File: config.mk
export PLATFORM = sky130hd
export DESIGN_NAME = bsst_top
export DESIGN_NICKNAME = d
export VERILOG_FILES = /design/src/hdl/bsst_sync.v /design/src/hdl/bsst_top.v
export VERILOG_INCLUDE_DIRS = /design/src /design/src/hdl
export SDC_FILE = /design/constraint.sdc
export NUM_CORES = 1
export LEC_CHECK = 0
export BUFFER_PORTS_ARGS = -buffer_cell sky130_fd_sc_hd__buf_2
export CAP_MARGIN = 10
export CORE_MARGIN = 2
export CORE_UTILIZATION = 60
export CTS_BUF_LIST = sky130_fd_sc_hd__clkbuf_8
export CTS_CLUSTER_DIAMETER = 80
export DETAILED_ROUTE_END_ITERATION = 10
export PLACE_DENSITY = 0.78
export SYNTH_ARGS = -nofsm -noshare
export SYNTH_HDL_FRONTEND = slang
export SYNTH_SLANG_ARGS = --single-unit
File: constraint.sdc
create_clock -name pclk -period 4.6 [get_ports pclk]
set_clock_uncertainty 0.1 [all_clocks]
set_input_delay 0.23 -clock pclk [delete_from_list [all_inputs] [get_ports pclk]]
set_output_delay 0.23 -clock pclk [all_outputs]
set_load 0.02 [all_outputs]
File: src/hdl/bsst_defs.vh
`ifndef BSST_DEFS_VH
`define BSST_DEFS_VH
// register byte offsets
`define BSST_STATUS_OFS    12'h000
`define BSST_START_OFS     12'h004
`define BSST_END_OFS       12'h008
`define BSST_FUNC_OFS      12'h00c
`define BSST_DRIVE_OFS     12'h010
`define BSST_CLKGAP_OFS    12'h014
`define BSST_IRQ_OFS       12'h018
`define BSST_BUF_OFS       12'h080
// status register fields
`define BSST_ST_BUSY       0
`define BSST_ST_ABORT      1
`define BSST_ST_WAIT       2
`define BSST_ST_OVRN       3
`define BSST_ST_LEVEL      4
`define BSST_ST_RESV       3'b111
// function select fields
`define BSST_FN_SO         0
`define BSST_FN_SI         1
`define BSST_FN_SCK        2
`define BSST_FN_CS         3
// clock/gap control fields
`define BSST_CG_EXT        0
`define BSST_CG_DIV_LSB    4
// gap field sits above the divider so the two never overlap
`define BSST_CG_GAP_LSB    12
// clock/gap reset value, buffer read value while busy, buffer index width
`define BSST_CLKGAP_RST    32'h0000_0000
`define BSST_BUF_FILL      8'hff
`define BSST_ADDR_W        5
`endif

File: src/hdl/bsst_sync.v
`timescale 1ns/100ps
`default_nettype none
module bsst_sync #(
    parameter W = 1
) (
    input  wire         clk,
    input  wire         rst_n,
    input  wire [W-1:0] d,
    output reg  [W-1:0] q
);
    reg [W-1:0] meta_q;

    always @(posedge clk or negedge rst_n) begin
        if (!rst_n) begin
            meta_q <= {W{1'b0}};
            q      <= {W{1'b0}};
        end else begin
            meta_q <= d;
            q      <= meta_q;
        end
    end
endmodule
`default_nettype wire

File: src/hdl/bsst_top.v
`timescale 1ns/100ps
`default_nettype none
`include "bsst_defs.vh"
module bsst_top #(
    parameter DEPTH = 32
) (
    input  wire        pclk,
    input  wire        presetn,
    input  wire        psel,
    input  wire        penable,
    input  wire        pwrite,
    input  wire [11:0] paddr,
    input  wire [31:0] pwdata,
    output reg  [31:0] prdata,
    output reg         pready,
    output reg         pslverr,
    input  wire        serial_clock_pin_i,
    output reg         serial_clock_pin_o,
    output reg         serial_clock_pin_oe,
    input  wire        serial_in_pin,
    output reg         serial_out_pin_o,
    output reg         serial_out_pin_oe,
    input  wire        select_n_pin
);
    localparam ST_IDLE = 2'd0;
    localparam ST_WAIT = 2'd1;
    localparam ST_RUN  = 2'd2;
    localparam ST_GAP  = 2'd3;

    reg  [7:0] buf_mem [0:DEPTH-1];
    reg  [1:0] state_q;
    reg  [4:0] start_q;
    reg  [4:0] end_q;
    reg  [3:0] func_q;
    reg        od_q;
    reg        ext_q;
    reg  [7:0] div_q;
    reg  [1:0] gap_q;
    reg        abort_flag_q;
    reg        wait_flag_q;
    reg        overrun_flag_q;
    reg        level_q;
    reg        irq_q;
    reg        float_q;
    reg  [4:0] ptr_q;
    reg  [7:0] sh_q;
    reg  [2:0] bit_q;
    reg  [7:0] divc_q;
    reg  [4:0] gapc_q;
    reg        isck_q;
    reg        sck_prev_q;
    wire [1:0] pins_s;
    wire       sck_s = pins_s[0];
    wire       cs_n_s = pins_s[1];
    reg        si_q;

    bsst_sync #(.W(2)) u_sync (
        .clk   (pclk),
        .rst_n (presetn),
        .d     ({select_n_pin, serial_clock_pin_i}),
        .q     (pins_s)
    );

    // data in passes two flops as well: with the internal clock the
    // divider must be 3 or more, or a rising edge samples a stale bit
    reg si_m_q;
    always @(posedge pclk or negedge presetn) begin
        if (!presetn) begin
            si_m_q <= 1'b0;
            si_q   <= 1'b0;
        end else begin
            si_m_q <= serial_in_pin;
            si_q   <= si_m_q;
        end
    end

    function [4:0] next_ptr;
        input [4:0] p;
        begin
            next_ptr = (p == DEPTH - 1) ? 5'd0 : p + 5'd1;
        end
    endfunction

    wire busy    = (state_q != ST_IDLE);
    wire cs_en   = func_q[`BSST_FN_CS];
    wire acc     = psel && !penable;
    wire wr      = acc && pwrite;
    wire rd      = acc && !pwrite;
    wire buf_hit = paddr[11:7] == `BSST_BUF_OFS >> 7;
    wire [4:0] buf_idx = paddr[6:2];

    // serial clock edges: internal divider or synchronised pin
    wire div_tick = (divc_q == div_q);
    wire int_fall = !ext_q && state_q == ST_RUN && div_tick && isck_q;
    wire int_rise = !ext_q && state_q == ST_RUN && div_tick && !isck_q;
    wire ext_fall = ext_q && sck_prev_q && !sck_s;
    wire ext_rise = ext_q && !sck_prev_q && sck_s;
    wire do_fall  = ext_q ? (ext_fall && state_q == ST_RUN) : int_fall;
    wire do_rise  = ext_q ? (ext_rise && state_q == ST_RUN) : int_rise;
    wire last_bit = (bit_q == 3'd7);
    wire last_byte = (ptr_q == end_q);
    wire [7:0] rx_byte = {si_q, sh_q[7:1]};

    wire st_wr   = wr && paddr == `BSST_STATUS_OFS;
    // clearing busy mid-transfer stops it without an irq request
    wire sw_stop = st_wr && busy
                   && !pwdata[`BSST_ST_BUSY];
    // the abort flag is sampled before this write clears it, so a
    // single write cannot both clear the flag and start
    wire sw_go   = st_wr && !busy
                   && pwdata[`BSST_ST_BUSY] && !abort_flag_q;
    wire abort   = cs_en && cs_n_s && (state_q == ST_RUN
                   || state_q == ST_GAP);
    wire overrun = ext_q && ext_rise && state_q == ST_IDLE
                   && !(cs_en && cs_n_s);
    wire buf_blk = acc && buf_hit && busy;

    always @(posedge pclk) begin
        if (wr && buf_hit && !busy)
            buf_mem[buf_idx] <= pwdata[7:0];
        else if (do_rise && last_bit && func_q[`BSST_FN_SI])
            buf_mem[ptr_q] <= rx_byte;
    end

    always @(posedge pclk or negedge presetn) begin
        if (!presetn) begin
            state_q    <= ST_IDLE;
            start_q    <= 5'd0;
            end_q      <= 5'd0;
            func_q     <= 4'd0;
            od_q       <= 1'b0;
            ext_q      <= 1'b0;
            div_q      <= 8'd0;
            gap_q      <= 2'd0;
            abort_flag_q   <= 1'b0;
            wait_flag_q    <= 1'b0;
            overrun_flag_q <= 1'b0;
            level_q        <= 1'b0;
            irq_q      <= 1'b0;
            float_q    <= 1'b0;
            ptr_q      <= 5'd0;
            sh_q       <= 8'd0;
            bit_q      <= 3'd0;
            divc_q     <= 8'd0;
            gapc_q     <= 5'd0;
            isck_q     <= 1'b1;
            sck_prev_q <= 1'b0;
        end else begin
            sck_prev_q <= sck_s;
            if (wr && !busy) begin
                case (paddr)
                    `BSST_START_OFS: start_q <= pwdata[4:0];
                    `BSST_END_OFS:   end_q   <= pwdata[4:0];
                    `BSST_FUNC_OFS:  func_q  <= pwdata[3:0];
                    `BSST_DRIVE_OFS: od_q    <= pwdata[0];
                    `BSST_CLKGAP_OFS: begin
                        ext_q <= pwdata[`BSST_CG_EXT];
                        div_q <= pwdata[`BSST_CG_DIV_LSB +: 8];
                        gap_q <= pwdata[`BSST_CG_GAP_LSB +: 2];
                    end
                    default: ;
                endcase
            end
            if (st_wr) begin
                // flags clear on a written zero
                if (!pwdata[`BSST_ST_ABORT])
                    abort_flag_q <= 1'b0;
                if (!pwdata[`BSST_ST_WAIT])
                    wait_flag_q <= 1'b0;
                if (!pwdata[`BSST_ST_OVRN])
                    overrun_flag_q <= 1'b0;
                // a level write while idle also takes the pins back
                if (!busy) begin
                    level_q <= pwdata[`BSST_ST_LEVEL];
                    float_q <= 1'b0;
                end
            end
            if (wr && paddr == `BSST_IRQ_OFS && !pwdata[0])
                irq_q <= 1'b0;
            // flag sets placed after clears so a set wins
            if (buf_blk)
                wait_flag_q <= 1'b1;
            if (overrun)
                overrun_flag_q <= 1'b1;
            divc_q <= div_tick ? 8'd0 : divc_q + 8'd1;

            case (state_q)
                ST_IDLE: begin
                    isck_q <= 1'b1;
                    if (sw_go) begin
                        ptr_q  <= start_q;
                        bit_q  <= 3'd0;
                        divc_q <= 8'd0;
                        state_q <= ST_WAIT;
                    end
                end
                ST_WAIT: begin
                    if (sw_stop) begin
                        state_q <= ST_IDLE;
                    end else if (!cs_en || !cs_n_s) begin
                        sh_q    <= buf_mem[ptr_q];
                        level_q <= buf_mem[ptr_q][0];
                        float_q <= 1'b0;
                        state_q <= ST_RUN;
                    end
                end
                ST_RUN: begin
                    if (int_fall || int_rise)
                        isck_q <= ~isck_q;
                    if (do_fall && bit_q != 3'd0)
                        level_q <= sh_q[0];
                    if (do_rise) begin
                        sh_q  <= rx_byte;
                        bit_q <= bit_q + 3'd1;
                        if (last_bit) begin
                            if (last_byte) begin
                                irq_q   <= 1'b1;
                                state_q <= ST_IDLE;
                            end else begin
                                ptr_q  <= next_ptr(ptr_q);
                                gapc_q <= {gap_q, 3'b000};
                                state_q <= ST_GAP;
                            end
                        end
                    end
                    if (sw_stop) state_q <= ST_IDLE;
                end
                ST_GAP: begin
                    // clock stays high through the gap
                    // the next byte loads whole, like the first one, so
                    // the first fall of each byte keeps bit 0 up
                    if (gapc_q == 5'd0 || ext_q) begin
                        sh_q    <= buf_mem[ptr_q];
                        level_q <= buf_mem[ptr_q][0];
                        state_q <= ST_RUN;
                    end else if (div_tick) begin
                        gapc_q <= gapc_q - 5'd1;
                    end
                    if (sw_stop) state_q <= ST_IDLE;
                end
                default: state_q <= ST_IDLE;
            endcase
            if (abort) begin
                abort_flag_q <= 1'b1;
                irq_q   <= 1'b1;
                float_q <= 1'b1;
                isck_q  <= 1'b1;
                state_q <= ST_IDLE;
            end
        end
    end

    // sh_q[0] is the bit that the next falling edge puts out
    // pins are registered once more so every output is a flop
    always @(posedge pclk or negedge presetn) begin
        if (!presetn) begin
            serial_clock_pin_o  <= 1'b1;
            serial_clock_pin_oe <= 1'b0;
            serial_out_pin_o    <= 1'b0;
            serial_out_pin_oe   <= 1'b0;
        end else begin
            serial_clock_pin_o  <= isck_q;
            serial_clock_pin_oe <= func_q[`BSST_FN_SCK] && !ext_q
                                   && !float_q;
            // open drain releases the line for a one
            serial_out_pin_o    <= od_q ? 1'b0 : level_q;
            serial_out_pin_oe   <= func_q[`BSST_FN_SO] && !float_q
                                   && !(od_q && level_q);
        end
    end

    always @(posedge pclk or negedge presetn) begin
        if (!presetn) begin
            prdata  <= 32'h0000_0000;
            pready  <= 1'b0;
            pslverr <= 1'b0;
        end else begin
            pready  <= acc;
            pslverr <= 1'b0;
            if (rd) begin
                case (paddr)
                    `BSST_STATUS_OFS: prdata <= {24'h0, `BSST_ST_RESV,
                        level_q, overrun_flag_q, wait_flag_q,
                        abort_flag_q, busy};
                    `BSST_START_OFS:  prdata <= {27'h0, start_q};
                    `BSST_END_OFS:    prdata <= {27'h0, end_q};
                    `BSST_FUNC_OFS:   prdata <= {28'h0, func_q};
                    `BSST_DRIVE_OFS:  prdata <= {31'h0, od_q};
                    `BSST_CLKGAP_OFS: prdata <= {18'h0, gap_q, div_q,
                        3'b000, ext_q};
                    `BSST_IRQ_OFS:    prdata <= {31'h0, irq_q};
                    default: begin
                        if (buf_hit)
                            prdata <= {24'h0, busy ? `BSST_BUF_FILL
                                       : buf_mem[buf_idx]};
                        else
                            prdata <= 32'h0000_0000;
                    end
                endcase
            end
        end
    end
endmodule
`default_nettype wire

[Word level (Yosys, flattened, before mapping)]
Memories as Yosys holds them, arrays and structs flattened.
Index checks and enable logic that the tools add are counted.
Word-level totals
  memory bits (writable): 256
  bits in registers: 108
  logic and storage cells: 232
  ROM bits: 0
  output and inout port bits: 38
  memories kept: 1
  bits in latches: 0
Memory list
  buf_mem: words 32, bits a word 8, rd ports 2, clocked after Yosys merged registers in 0, write ports 1, line bsst_top.v:30  | reg [7:0] buf_mem [0:DEPTH-1];
Cells by class
  bitwise logic cells: 1
  div/mod/pow operators: 0
  $lt $le $gt $ge: 0
  multipliers: 0
  eq/ne operators: 32
  reduce and logical (&&, ||, !) cells: 84
  multiplexer cells: 79
  shift-type cells: 0
  add/sub/neg operators: 4
Operators with widths (number)
  14-bit one-hot mux with 7 select lines: 1
  8-bit two-way mux: 10
  5-bit two-way mux: 11
  1-bit logical AND: 39
  1-bit two-way mux: 38
  12-bit by 5-bit == test with 1-bit output (second input constant): 3
  12-bit by 4-bit == test with 1-bit output (second input constant): 2
  8-bit one-hot mux with 3 select lines: 1
  2-bit two-way mux: 10
  5-bit one-hot mux with 2 select lines: 2
  2-bit AND reduction: 9
  2-bit != test (second input constant): 8
  5-bit AND reduction: 3
  1-bit zero test: 14
  12-bit by 3-bit == test with 1-bit output (second input constant): 1
  12-bit zero test: 1
  4-bit != test (second input constant): 3
  2-bit nonzero test: 6
  3-bit nonzero test: 3
  8-bit by 1-bit adder with 8-bit output (second input constant): 1
  8-bit == test: 1
  2-bit by 1-bit != test with 1-bit output (second input constant): 4
  2-bit one-hot mux with 4 select lines: 1
  8-bit OR reduction: 1
  other kinds (22): 27

[Logic depth before layout (Yosys ltp)]
Gate-level depths: netlist of run 1.
  depth in word-level cells: 12
  gate-level depth with buffers: 10

[Modules after synthesis]
A second synthesis of run 1 with hierarchy kept.
Second synthesis, totals
  cell total of the unflattened synthesis: 1174
  area, all modules: 17227.8 um^2
Modules (own cells, without submodules)
  bsst_top: cells an instance 1170, times used 1, sequential area each 9841.9 um^2, area each 17127.7 um^2
  bsst_sync: cells an instance 4, times used 1, sequential area each 100.1 um^2, area each 100.1 um^2

[Least setup slack after synthesis of run 1]
No wires, ideal clock.
  path type: reg2reg
  start point: register divc_q[0]
  end point: memory buf_mem[25][0] (enable)
  stages on the path, launching flop included: 8
  required time: 4.117 ns
  data arrival time: 2.643 ns
  setup time: 0.383 ns
  clock period less this slack: 3.126 ns
  path slack: 1.474 ns
  buffers on the path: 1
  path through: dfrtp_1 > xor2_1 > nor4_1 > nand4_1 > a21oi_2 > buf_4 > mux2_2 > nor3_1
On the way
  cells in the longest elaborated chain, start to end: 11
  elaborated cells on any way between the ends: 12
Ends and longest elaborated chain
  start, declared: line bsst_top.v:48  | reg [7:0] divc_q;
  start signal, assigned: line bsst_top.v:185  | divc_q <= div_tick ? 8'd0 : divc_q + 8'd1;
  8-bit == test *: line bsst_top.v:93  | wire div_tick = (divc_q == div_q);
  1-bit logical AND * (2 in a row): line bsst_top.v:95  | wire int_rise = !ext_q && state_q == ST_RUN && div_tick && !isck_q;
  1-bit two-way mux *: line bsst_top.v:99  | wire do_rise = ext_q ? (ext_rise && state_q == ST_RUN) : int_rise;
  1-bit logical AND * (2 in a row): line bsst_top.v:121  | else if (do_rise && last_bit && func_q[`BSST_FN_SI])
  1-bit two-way mux *: line bsst_top.v:121
  1-bit two-way mux *: line bsst_top.v:119  | if (wr && buf_hit && !busy)
  1-bit two-way mux (not written as such) *: line bsst_top.v:122  | buf_mem[ptr_q] <= rx_byte;
  8-bit OR reduction (no source line)
  5-bit two-way mux (no source line) / 1-bit two-way mux (equally long branches)
  end, declared: line bsst_top.v:30
Every way passes the cells marked *; elsewhere a longest branch is shown, timed or not.

[Worst setup path after layout of run 1]
  start point: register divc_q[0]
  end point: memory buf_mem[20][5] (enable)
Same word-level chain as after synthesis.

==> impl_metrics.yaml, run 1 <==
die:
  dieArea_um2: 29900
  die_h_um: 173
  fp-row-count: 61
  initial_core_util: 0.613
  core_area_um2: 27900
  io_pins: 90
  fp.dieW_um: 173
placement:
  io_buffers: 52
  finalWeightedCongestion: 0.982
  placed_area_um2: 17900
  dp_hpwl_um: 30800
  post-place-ws_ns: 0.942
  dp.cells: 1573
timing:
  setup_viol: 0
  hold_violations: 0
  finalSetupTns_ns: 0
  slew_viol_final: 0
  whs_ns: 0.0341
  worst_slack_ns: 0.878
  rsz0062_at_grt: "no"
  worst_pin_slew_ns: 0.939
  period_share: 0.809
  relSlewSlack: 0.372
  max_freq_mhz: 269
  finalCriticalPeriod_ns: 3.72
logic_synthesis:
  synth-seq-cells: 346
  synth_edf_count: 256
  yosysWarnings: 0
  syn-mean-instance-area_um2: 14.7
  synth-seq-area-share: 0.581
  ys.flop_type: "edfxtp_1"
  syn_area_um2: 17100
  ys_types: 71
  synthArstFlopShare: 0.260
  postSynthCellCount: 1166
status:
  status: "finished, final reports clean"
global_route:
  grt_pass1_wl_um: 69500
  overflow: 0
  met2_usage: 0.487
  use_met1: 0.427
  grt_max_degree: 55
  first_global_vias: 11500
  met3_usage: 0.0640
  grt_use_total: 0.308
  busiest_layer: "met2"
  antenna_found_initial: 0
finish:
  drive_gt1_frac: 0.270
  nNetsFinal: 1332
  n_antenna_cell: 0
  final_util: 0.683
  area_delta_synth_final_pct: 11.4
  fill_cells: 1881
  design_area_um2: 19100
  layout_common_cells: "edfxtp_1, mux4_2, nand2_1, dfrtp_1, nor2_1"
  final_cells: 1690
  layout_commonest_cell: "edfxtp_1"
route:
  drt_wl_total_um: 45600
  first_pass_iters: 5
  vias_per_cell: 6.79
  ant_nets: 0
  wl_per_cell_um: 27.0
  vias: 11500
  drc_errors: 0
  drtIter0Drc: 1740
pwr:
  combPwrFrac: 0.121
  irDropWorstVdd_mv: 0.188
  switching_share: 0.266
  pwr-share-seq: 0.525
  leakagePower_nw: 6.93
  net-switching-power_mw: 1.80
  p_int_mw: 4.95
  pwr-share-clk: 0.354
  p_total_mw: 6.74
  powerDensity_nw_per_um2: 354
clock_network:
  clock_latency_ns: 0.60
  cts_buffers: 55
  cts-htree-levels: 2
  path_clk_slew_ns: 0.07
  cts_buffer_depth: 3
  cts.sinks: 346
  ctsResizeCount: 0
  cts_tree: "done"
  cts-root-buf: "clkbuf_8"
critical_path:
  start_kind: "flop"
  path_class: "flop to flop"
  path_max_fanout: 23
  cp-end-kind: "flop"
  crit_arrival_ns: 3.83
  rr_worst_depth: 7
  crit_required_ns: 4.71
job:
  drv_cap: 0
hold_path:
  hp-class: "input port to asynchronous set/reset pin"
[logic make-up (layout without fill, tap and decap cells)]
| group | after synthesis | count (layout) | share of synthesized area |
|---|---|---|---|
| DFF | 346 | 346 | 0.581 |
| and+or+nand+nor | 304 | 304 | 0.0862 |
| muxes | 219 | 219 | 0.222 |
| AOI/OAI and AO/OA | 162 | 162 | 0.0651 |
| buffers and inverters | 108 | 236 | 0.0309 |
| xor gates and xnor gates | 19 | 19 | 0.00972 |
| adders and majority gates | 7 | 7 | 0.00511 |
| other | 1 | 19 | 0.000219 |
[final timing paths]
path,from,end,slack (ns)
setup / recovery,divc_q[0],buf_mem[20][5],0.88
hold / removal,presetn,u_sync.q[1],0.03
setup reg to reg,divc_q[0],buf_mem[20][5],0.88
hold reg to reg,u_sync.meta_q[1],u_sync.q[1],0.24
max in group asynchronous,presetn,gapc_q[3],3.30
min in group pclk,psel,wait_flag_q,0.05
[worst max-delay path, cell delays in order (launching register included)]
cell and delay [ns]:
dfrtp_1 0.45, xor2_1 0.17, nor4_1 0.50, nand4_1 0.32
a21oi_2 0.22, buf_4 0.35, a32oi_1 0.33, nor2_1 0.87
[registers in the layout (all words and copies together) (netlist names), 3 cells and up]
name,cells
func_q,4
sh_q,8
ptr_q,5
bit_q,3
div_q,8
end_q,5
buf_mem,256
divc_q,8
start_q,5
gapc_q,5
prdata,14
[power by group through the flow]
stage / clock (mW) / sequential [mW] / combinational [mW]
after global routing: 2.54 / 3.55 / 0.873
after detailed placement: 0 / 3.60 / 0.787
after global placement: 0 / 3.60 / 0.770
final: 2.39 / 3.54 / 0.819
after floorplan: 0 / 3.57 / 0.549
after CTS: 2.40 / 3.54 / 0.800
[layer usage]
layer,part of all wire,wire [µm]
met5,0,0
met4,0.042,1890
met3,0.11,5060
met2,0.47,21500
met1,0.38,17200
[cells in the mapped netlist (all sizes together) (9+ instances only)]
cell      n  area (µm²)
nand2    86         323
nor2b    23         144
a21oi    28         144
nor4     11        81.3
mux2i    48         480
a31oi    16         100
a211oi   10        75.1
nand3    22         110
inv      13        48.8
dfrtp    88        2200
buf      55         330
o21ai    28         140
nor3     40         200
clkbuf   38         143
nor2     74         278
mux4    123        2770
xor2     18         158
mux2     48         556
o22ai    11        68.8
o311ai    9        78.8
edfxtp  256        7690
and3      9        56.3
[area by class of cell]
class                      count  area, µm²  area share
timing repair buffer         125        903      0.0474
clock buffer                  57        785      0.0411
multi-input combinational    730       6720       0.352
tap                          378        473      0.0248
sequential                   346       9950       0.521
clock inverter                39        188     0.00984
inverter                      15       56.3     0.00295
[what timing repair did]
item	in CTS	in global routing
endpoints found under the hold margin	71	0
hold buffers	21	0
buffers inserted	0	0
Power figures use the tool's default switching activity.
==> inputs of run 2 (changes only) <==
==> constraint.sdc (replaced) <==
create_clock -name pclk -period 3.8 [get_ports pclk]
set_clock_uncertainty 0.1 [all_clocks]
set_input_delay 0.19 -clock pclk [delete_from_list [all_inputs] [get_ports pclk]]
set_output_delay 0.19 -clock pclk [all_outputs]
set_load 0.02 [all_outputs]
==> impl_metrics.yaml, run 2 (synthesized netlist as in run 1, its figures left out) <==
status:
  status: "finished, final reports clean"
clock_network:
  cts-htree-levels: 2
  cts.sinks: 346
  path_clk_slew_ns: 0.07
  cts-root-buf: "clkbuf_8"
  cts_setup_buffers: 0
  cts_buffers: 55
  cts_tree: "done"
  clock_latency_ns: 0.60
  cts_buffer_depth: 3
die:
  fp.dieW_um: 173
  dieArea_um2: 29900
  die_h_um: 173
  io_pins: 90
  fp-row-count: 61
  initial_core_util: 0.613
  core_area_um2: 27900
critical_path:
  crit_required_ns: 4.05
  start_kind: "flop"
  r2r_end: "buf_mem[10][5]"
  r2r_slack_ns: 0.33
  path_max_fanout: 23
  rr_worst_depth: 8
  crit_arrival_ns: 3.72
  path_class: "flop to flop"
  reg2reg_from: "divc_q[1]"
  cp-end-kind: "flop"
placement:
  io_buffers: 52
  dp_hpwl_um: 30900
  finalWeightedCongestion: 0.955
  placed_area_um2: 18100
global_route:
  grt_use_total: 0.311
  antenna_found_initial: 1
  first_global_vias: 11400
  grt_max_degree: 65
  overflow: 0
  grt_pass1_wl_um: 70100
pwr:
  leakagePower_nw: 7.08
  irDropWorstVdd_mv: 0.280
  powerDensity_nw_per_um2: 435
  p_total_mw: 8.42
timing:
  slew_viol_final: 0
  max_freq_mhz: 289
  period_share: 0.912
  hold_violations: 0
  relSlewSlack: 0.436
  worst_pin_slew_ns: 0.823
  setup_viol: 0
  finalCriticalPeriod_ns: 3.47
  finalSetupTns_ns: 0
  rsz0062_at_grt: "no"
finish:
  top_register: "buf_mem"
  nNetsFinal: 1351
  layout_commonest_cell: "edfxtp_1"
  layout_common_cells: "edfxtp_1, mux4_2, nand2_1, dfrtp_1, nor2_1"
  n_antenna_cell: 0
  largest_reg_flops: 256
  drive_gt1_frac: 0.290
  area_delta_synth_final_pct: 13.0
  design_area_um2: 19300
  largest_registers: "buf_mem x256, prdata x14"
route:
  vias_per_cell: 6.71
  ant_nets: 0
  drt_wl_total_um: 45800
  drtIter0Drc: 1357
  drc_errors: 0
  vias: 11500
  first_pass_iters: 8
  wl_per_cell_um: 26.8
hold_path:
  min_to: "irq_q"
  hp-class: "input port to flop"
  hp-start: "paddr[7]"
  hold_depth: 4
job:
  drv_cap: 0
[run 2: how the worst max path moves through the flow]
| stage | from | endpoint |
|---|---|---|
| finish | divc_q[1] | buf_mem[10][5] |
| global route | divc_q[1] | buf_mem[10][6] |
| CTS | divc_q[1] | buf_mem[29][6] |
| detailed placement | div_q[6] | buf_mem[17][6] |
| global placement | divc_q[1] | buf_mem[17][6] |
| floorplan | divc_q[0] | buf_mem[25][0] |
[run 2: cell type report]
type,count,area (µm²)
timing repair buffer,144,1070
fill,1845,8580
sequential,346,9950
tap,378,473
inverter,15,56.3
clock inverter,36,264
clock buffer,59,812
multi-input combinational,730,6730
[run 2: power by group]
part | switching [mW] | internal, mW | leakage [nW]
sequential | 0.110 | 4.17 | 3.45
clock | 1.44 | 1.70 | 0.602
combinational | 0.624 | 0.381 | 3.03
[run 2: per-layer routing]
| metal | GRT usage | part of all wire | vias up |
|---|---|---|---|
| li1 | - | - | 4847 |
| met1 | 0.432 | 0.38 | 5760 |
| met2 | 0.478 | 0.47 | 716 |
| met3 | 0.0737 | 0.11 | 134 |
| met4 | 0.130 | 0.045 | 2 |
| met5 | 0 | 0.00037 | - |
[run 2: per-stage QoR]
| step | hold WS [ns] | utilization | setup slack [ns] | std cells |
|---|---|---|---|---|
| finish | 0.0622 | 0.693 | 0.334 | 1708 |
| CTS | 0.0177 | 0.693 | 0.256 | 1708 |
| detailed placement | 0.203 | 0.647 | 0.287 | 1592 |
| global placement | 0.200 | 0.647 | 0.335 | 1592 |
| global route | 0.0696 | 0.693 | 0.237 | 1708 |
| floorplan | -0.206 | - | 0.674 | 1184 |
[run 2: timing repair]
item,in CTS,in global routing
gates resized for setup,0,1
hold endpoints to repair,98,0
hold buffers,21,0
setup endpoints to repair,0,2
[run 2: critical path, stage by stage (launching register included)]
cell	delay (ns)
dfrtp_1	0.44
xor2_1	0.17
nor4_1	0.60
nand4_1	0.33
a21oi_2	0.28
buf_12	0.21
mux2i_1	0.72
nor3_1	0.16
buf_4	0.22
==> inputs of run 3 (changes only) <==
--- a/config.mk
+++ b/config.mk
@@ -6,6 +6,7 @@
 export SDC_FILE = /design/constraint.sdc
 export NUM_CORES = 1
 export LEC_CHECK = 0
+export ABC_AREA = 1
 export BUFFER_PORTS_ARGS = -buffer_cell sky130_fd_sc_hd__buf_2
 export CAP_MARGIN = 10
 export CORE_MARGIN = 2
==> impl_metrics.yaml, run 3 <==
pwr:
  combPwrFrac: 0.074
  switching_share: 0.246
  pwr-share-seq: 0.527
  leakagePower_nw: 8.07
  net-switching-power_mw: 1.95
  p_int_mw: 5.97
  irDropWorstVdd_mv: 0.277
  pwr-share-clk: 0.399
  powerDensity_nw_per_um2: 402
die:
  fp.dieW_um: 174
  initial_core_util: 0.608
  fp-row-count: 62
  core_area_um2: 28600
  die_h_um: 174
  io_pins: 90
  dieArea_um2: 30400
clock_network:
  cts_buffer_depth: 3
  path_clk_slew_ns: 0.06
  cts_setup_buffers: 0
  ctsResizeCount: 0
  cts-root-buf: "clkbuf_8"
  cts_tree: "done"
  clock_latency_ns: 0.60
  cts.sinks: 346
  cts-hold-fix-buffers: 23
  cts-htree-levels: 2
  cts_buffers: 56
finish:
  layout_commonest_cell: "nand2_1"
  top_register: "buf_mem"
  final_cells: 2473
  largest_reg_flops: 256
  layout_common_cells: "nand2_1, edfxtp_1, o21ai_0, nor2_1, inv_1"
  design_area_um2: 19700
  fill_cells: 2227
  largest_registers: "buf_mem x256, prdata x14"
  area_delta_synth_final_pct: 13.1
  drive_gt1_frac: 0.128
  n_antenna_cell: 0
  nNetsFinal: 2103
logic_synthesis:
  ys_types: 48
  ys.flop_type: "edfxtp_1"
  synthArstFlopShare: 0.260
  synthTopCellsByCount: "nand2_1, edfxtp_1, o21ai_0"
  yosys.area.top_type_share: 0.442
  syn-mean-instance-area_um2: 9.03
  syn_area_um2: 17400
  synthTopCellsByArea: "edfxtp_1, dfrtp_1, nand2_1"
  yosysWarnings: 0
  postSynthCellCount: 1927
  synth-seq-cells: 346
  synth_top_area_cell: "edfxtp_1"
  synth.most_common_cell: "nand2_1"
  synth_edf_count: 256
  synth-seq-area-share: 0.571
hold_path:
  hp-class: "input port to flop"
critical_path:
  path_class: "flop to flop"
  cp-end-kind: "flop"
  start_kind: "flop"
  crit_arrival_ns: 3.43
  path_max_fanout: 20
  crit_required_ns: 4.09
route:
  drtIter0Drc: 2006
  first_pass_iters: 6
  wl_per_cell_um: 21.7
  drt_wl_total_um: 53700
  vias_per_cell: 6.14
  drc_errors: 0
  vias: 15200
  ant_nets: 0
timing:
  worst_slack_ns: 0.657
  finalSetupTns_ns: 0
  hold_violations: 0
  setup_viol: 0
  worst_pin_slew_ns: 0.860
  period_share: 0.827
  finalCriticalPeriod_ns: 3.14
  whs_ns: 0.00766
  relSlewSlack: 0.426
  max_freq_mhz: 318
  rsz0062_at_grt: "no"
  slew_viol_final: 0
global_route:
  grt_use_total: 0.355
  grt_pass1_wl_um: 82200
  overflow: 0
  first_global_vias: 14500
  antenna_found_initial: 0
  grt_max_degree: 67
placement:
  placed_area_um2: 18400
  post-place-ws_ns: 0.771
  finalWeightedCongestion: 0.956
  io_buffers: 52
  dp_hpwl_um: 35900
  dp.cells: 2347
status:
  status: "finished, final reports clean"
job:
  drv_cap: 0
## run 3: routing by layer
layer / wire length [µm] / global-route usage / up-vias
li1: - / - / 6831
met1: 20200 / 0.473 / 7105
met2: 24400 / 0.561 / 1056
met3: 6050 / 0.0680 / 204
met4: 2980 / 0.181 / 0
met5: 0 / 0 / -
## run 3: path summary, 6_finish.rpt
path | depth (start not counted) | startpoint | slack (ns) | end
max in group asynchronous | 3 | presetn | 2.60 | sh_q[2]
worst min register to register | 0 | u_sync.meta_q[1] | 0.25 | u_sync.q[1]
worst min-delay path | 6 | paddr[7] | 0.008 | prdata[3]
min in group asynchronous | 2 | presetn | 0.15 | prdata[4]
worst max register to register | 11 | div_q[0] | 0.66 | buf_mem[22][0]
worst max-delay path | 11 | div_q[0] | 0.66 | buf_mem[22][0]
## run 3: logic make-up (layout without fill, tap and decap cells)
family,Yosys count,in the layout,share of synthesized area
simple gates,865,865,0.213
other cells,1,19,0.000216
flops,346,346,0.571
mux,7,7,0.00453
compound gates,400,400,0.129
xor+xnor,13,13,0.00654
buf+inv,288,432,0.0696
fa+ha+maj,7,7,0.00503
## run 3: final cells by class
type	instances	area [µm²]	area share
well taps	384	480	0.0244
multi-input cells	1311	6360	0.323
inverters	170	639	0.0325
clock inverters	42	248	0.0126
flip-flops and latches	346	9950	0.506
repair buffers	159	1160	0.0590
clock buffers	61	840	0.0427
## run 3: metrics by stage
| stage | utilization | power (mW) |
|---|---|---|
| final | 0.687 | 7.92 |
| after global routing | 0.687 | 8.16 |
| after CTS | 0.687 | 7.93 |
| after detailed placement | 0.641 | 4.80 |
| after global placement | 0.641 | 4.79 |
| after floorplan | - | 4.57 |
## run 3: power by group through the flow
stage / Sequential [mW] / Clock [mW] / Combinational, mW
6_report: 4.17 / 3.16 / 0.588
5_1_grt: 4.18 / 3.36 / 0.631
4_1_cts: 4.17 / 3.18 / 0.575
3_5_place_dp: 4.25 / 0 / 0.555
3_3_place_gp: 4.24 / 0 / 0.547
2_1_floorplan: 4.25 / 0 / 0.319
## run 3: worst max-delay path, cell delays in order, from the launching register on
cell and delay (ns):
dfrtp_1 0.39, inv_1 0.13, nand2_1 0.06, nand2_1 0.06
nand2_1 0.04, nor2_1 0.19, nand4_1 0.22, nand2_2 0.29
nand3_4 0.22, buf_4 0.26, a21oi_2 0.56, buf_4 0.39
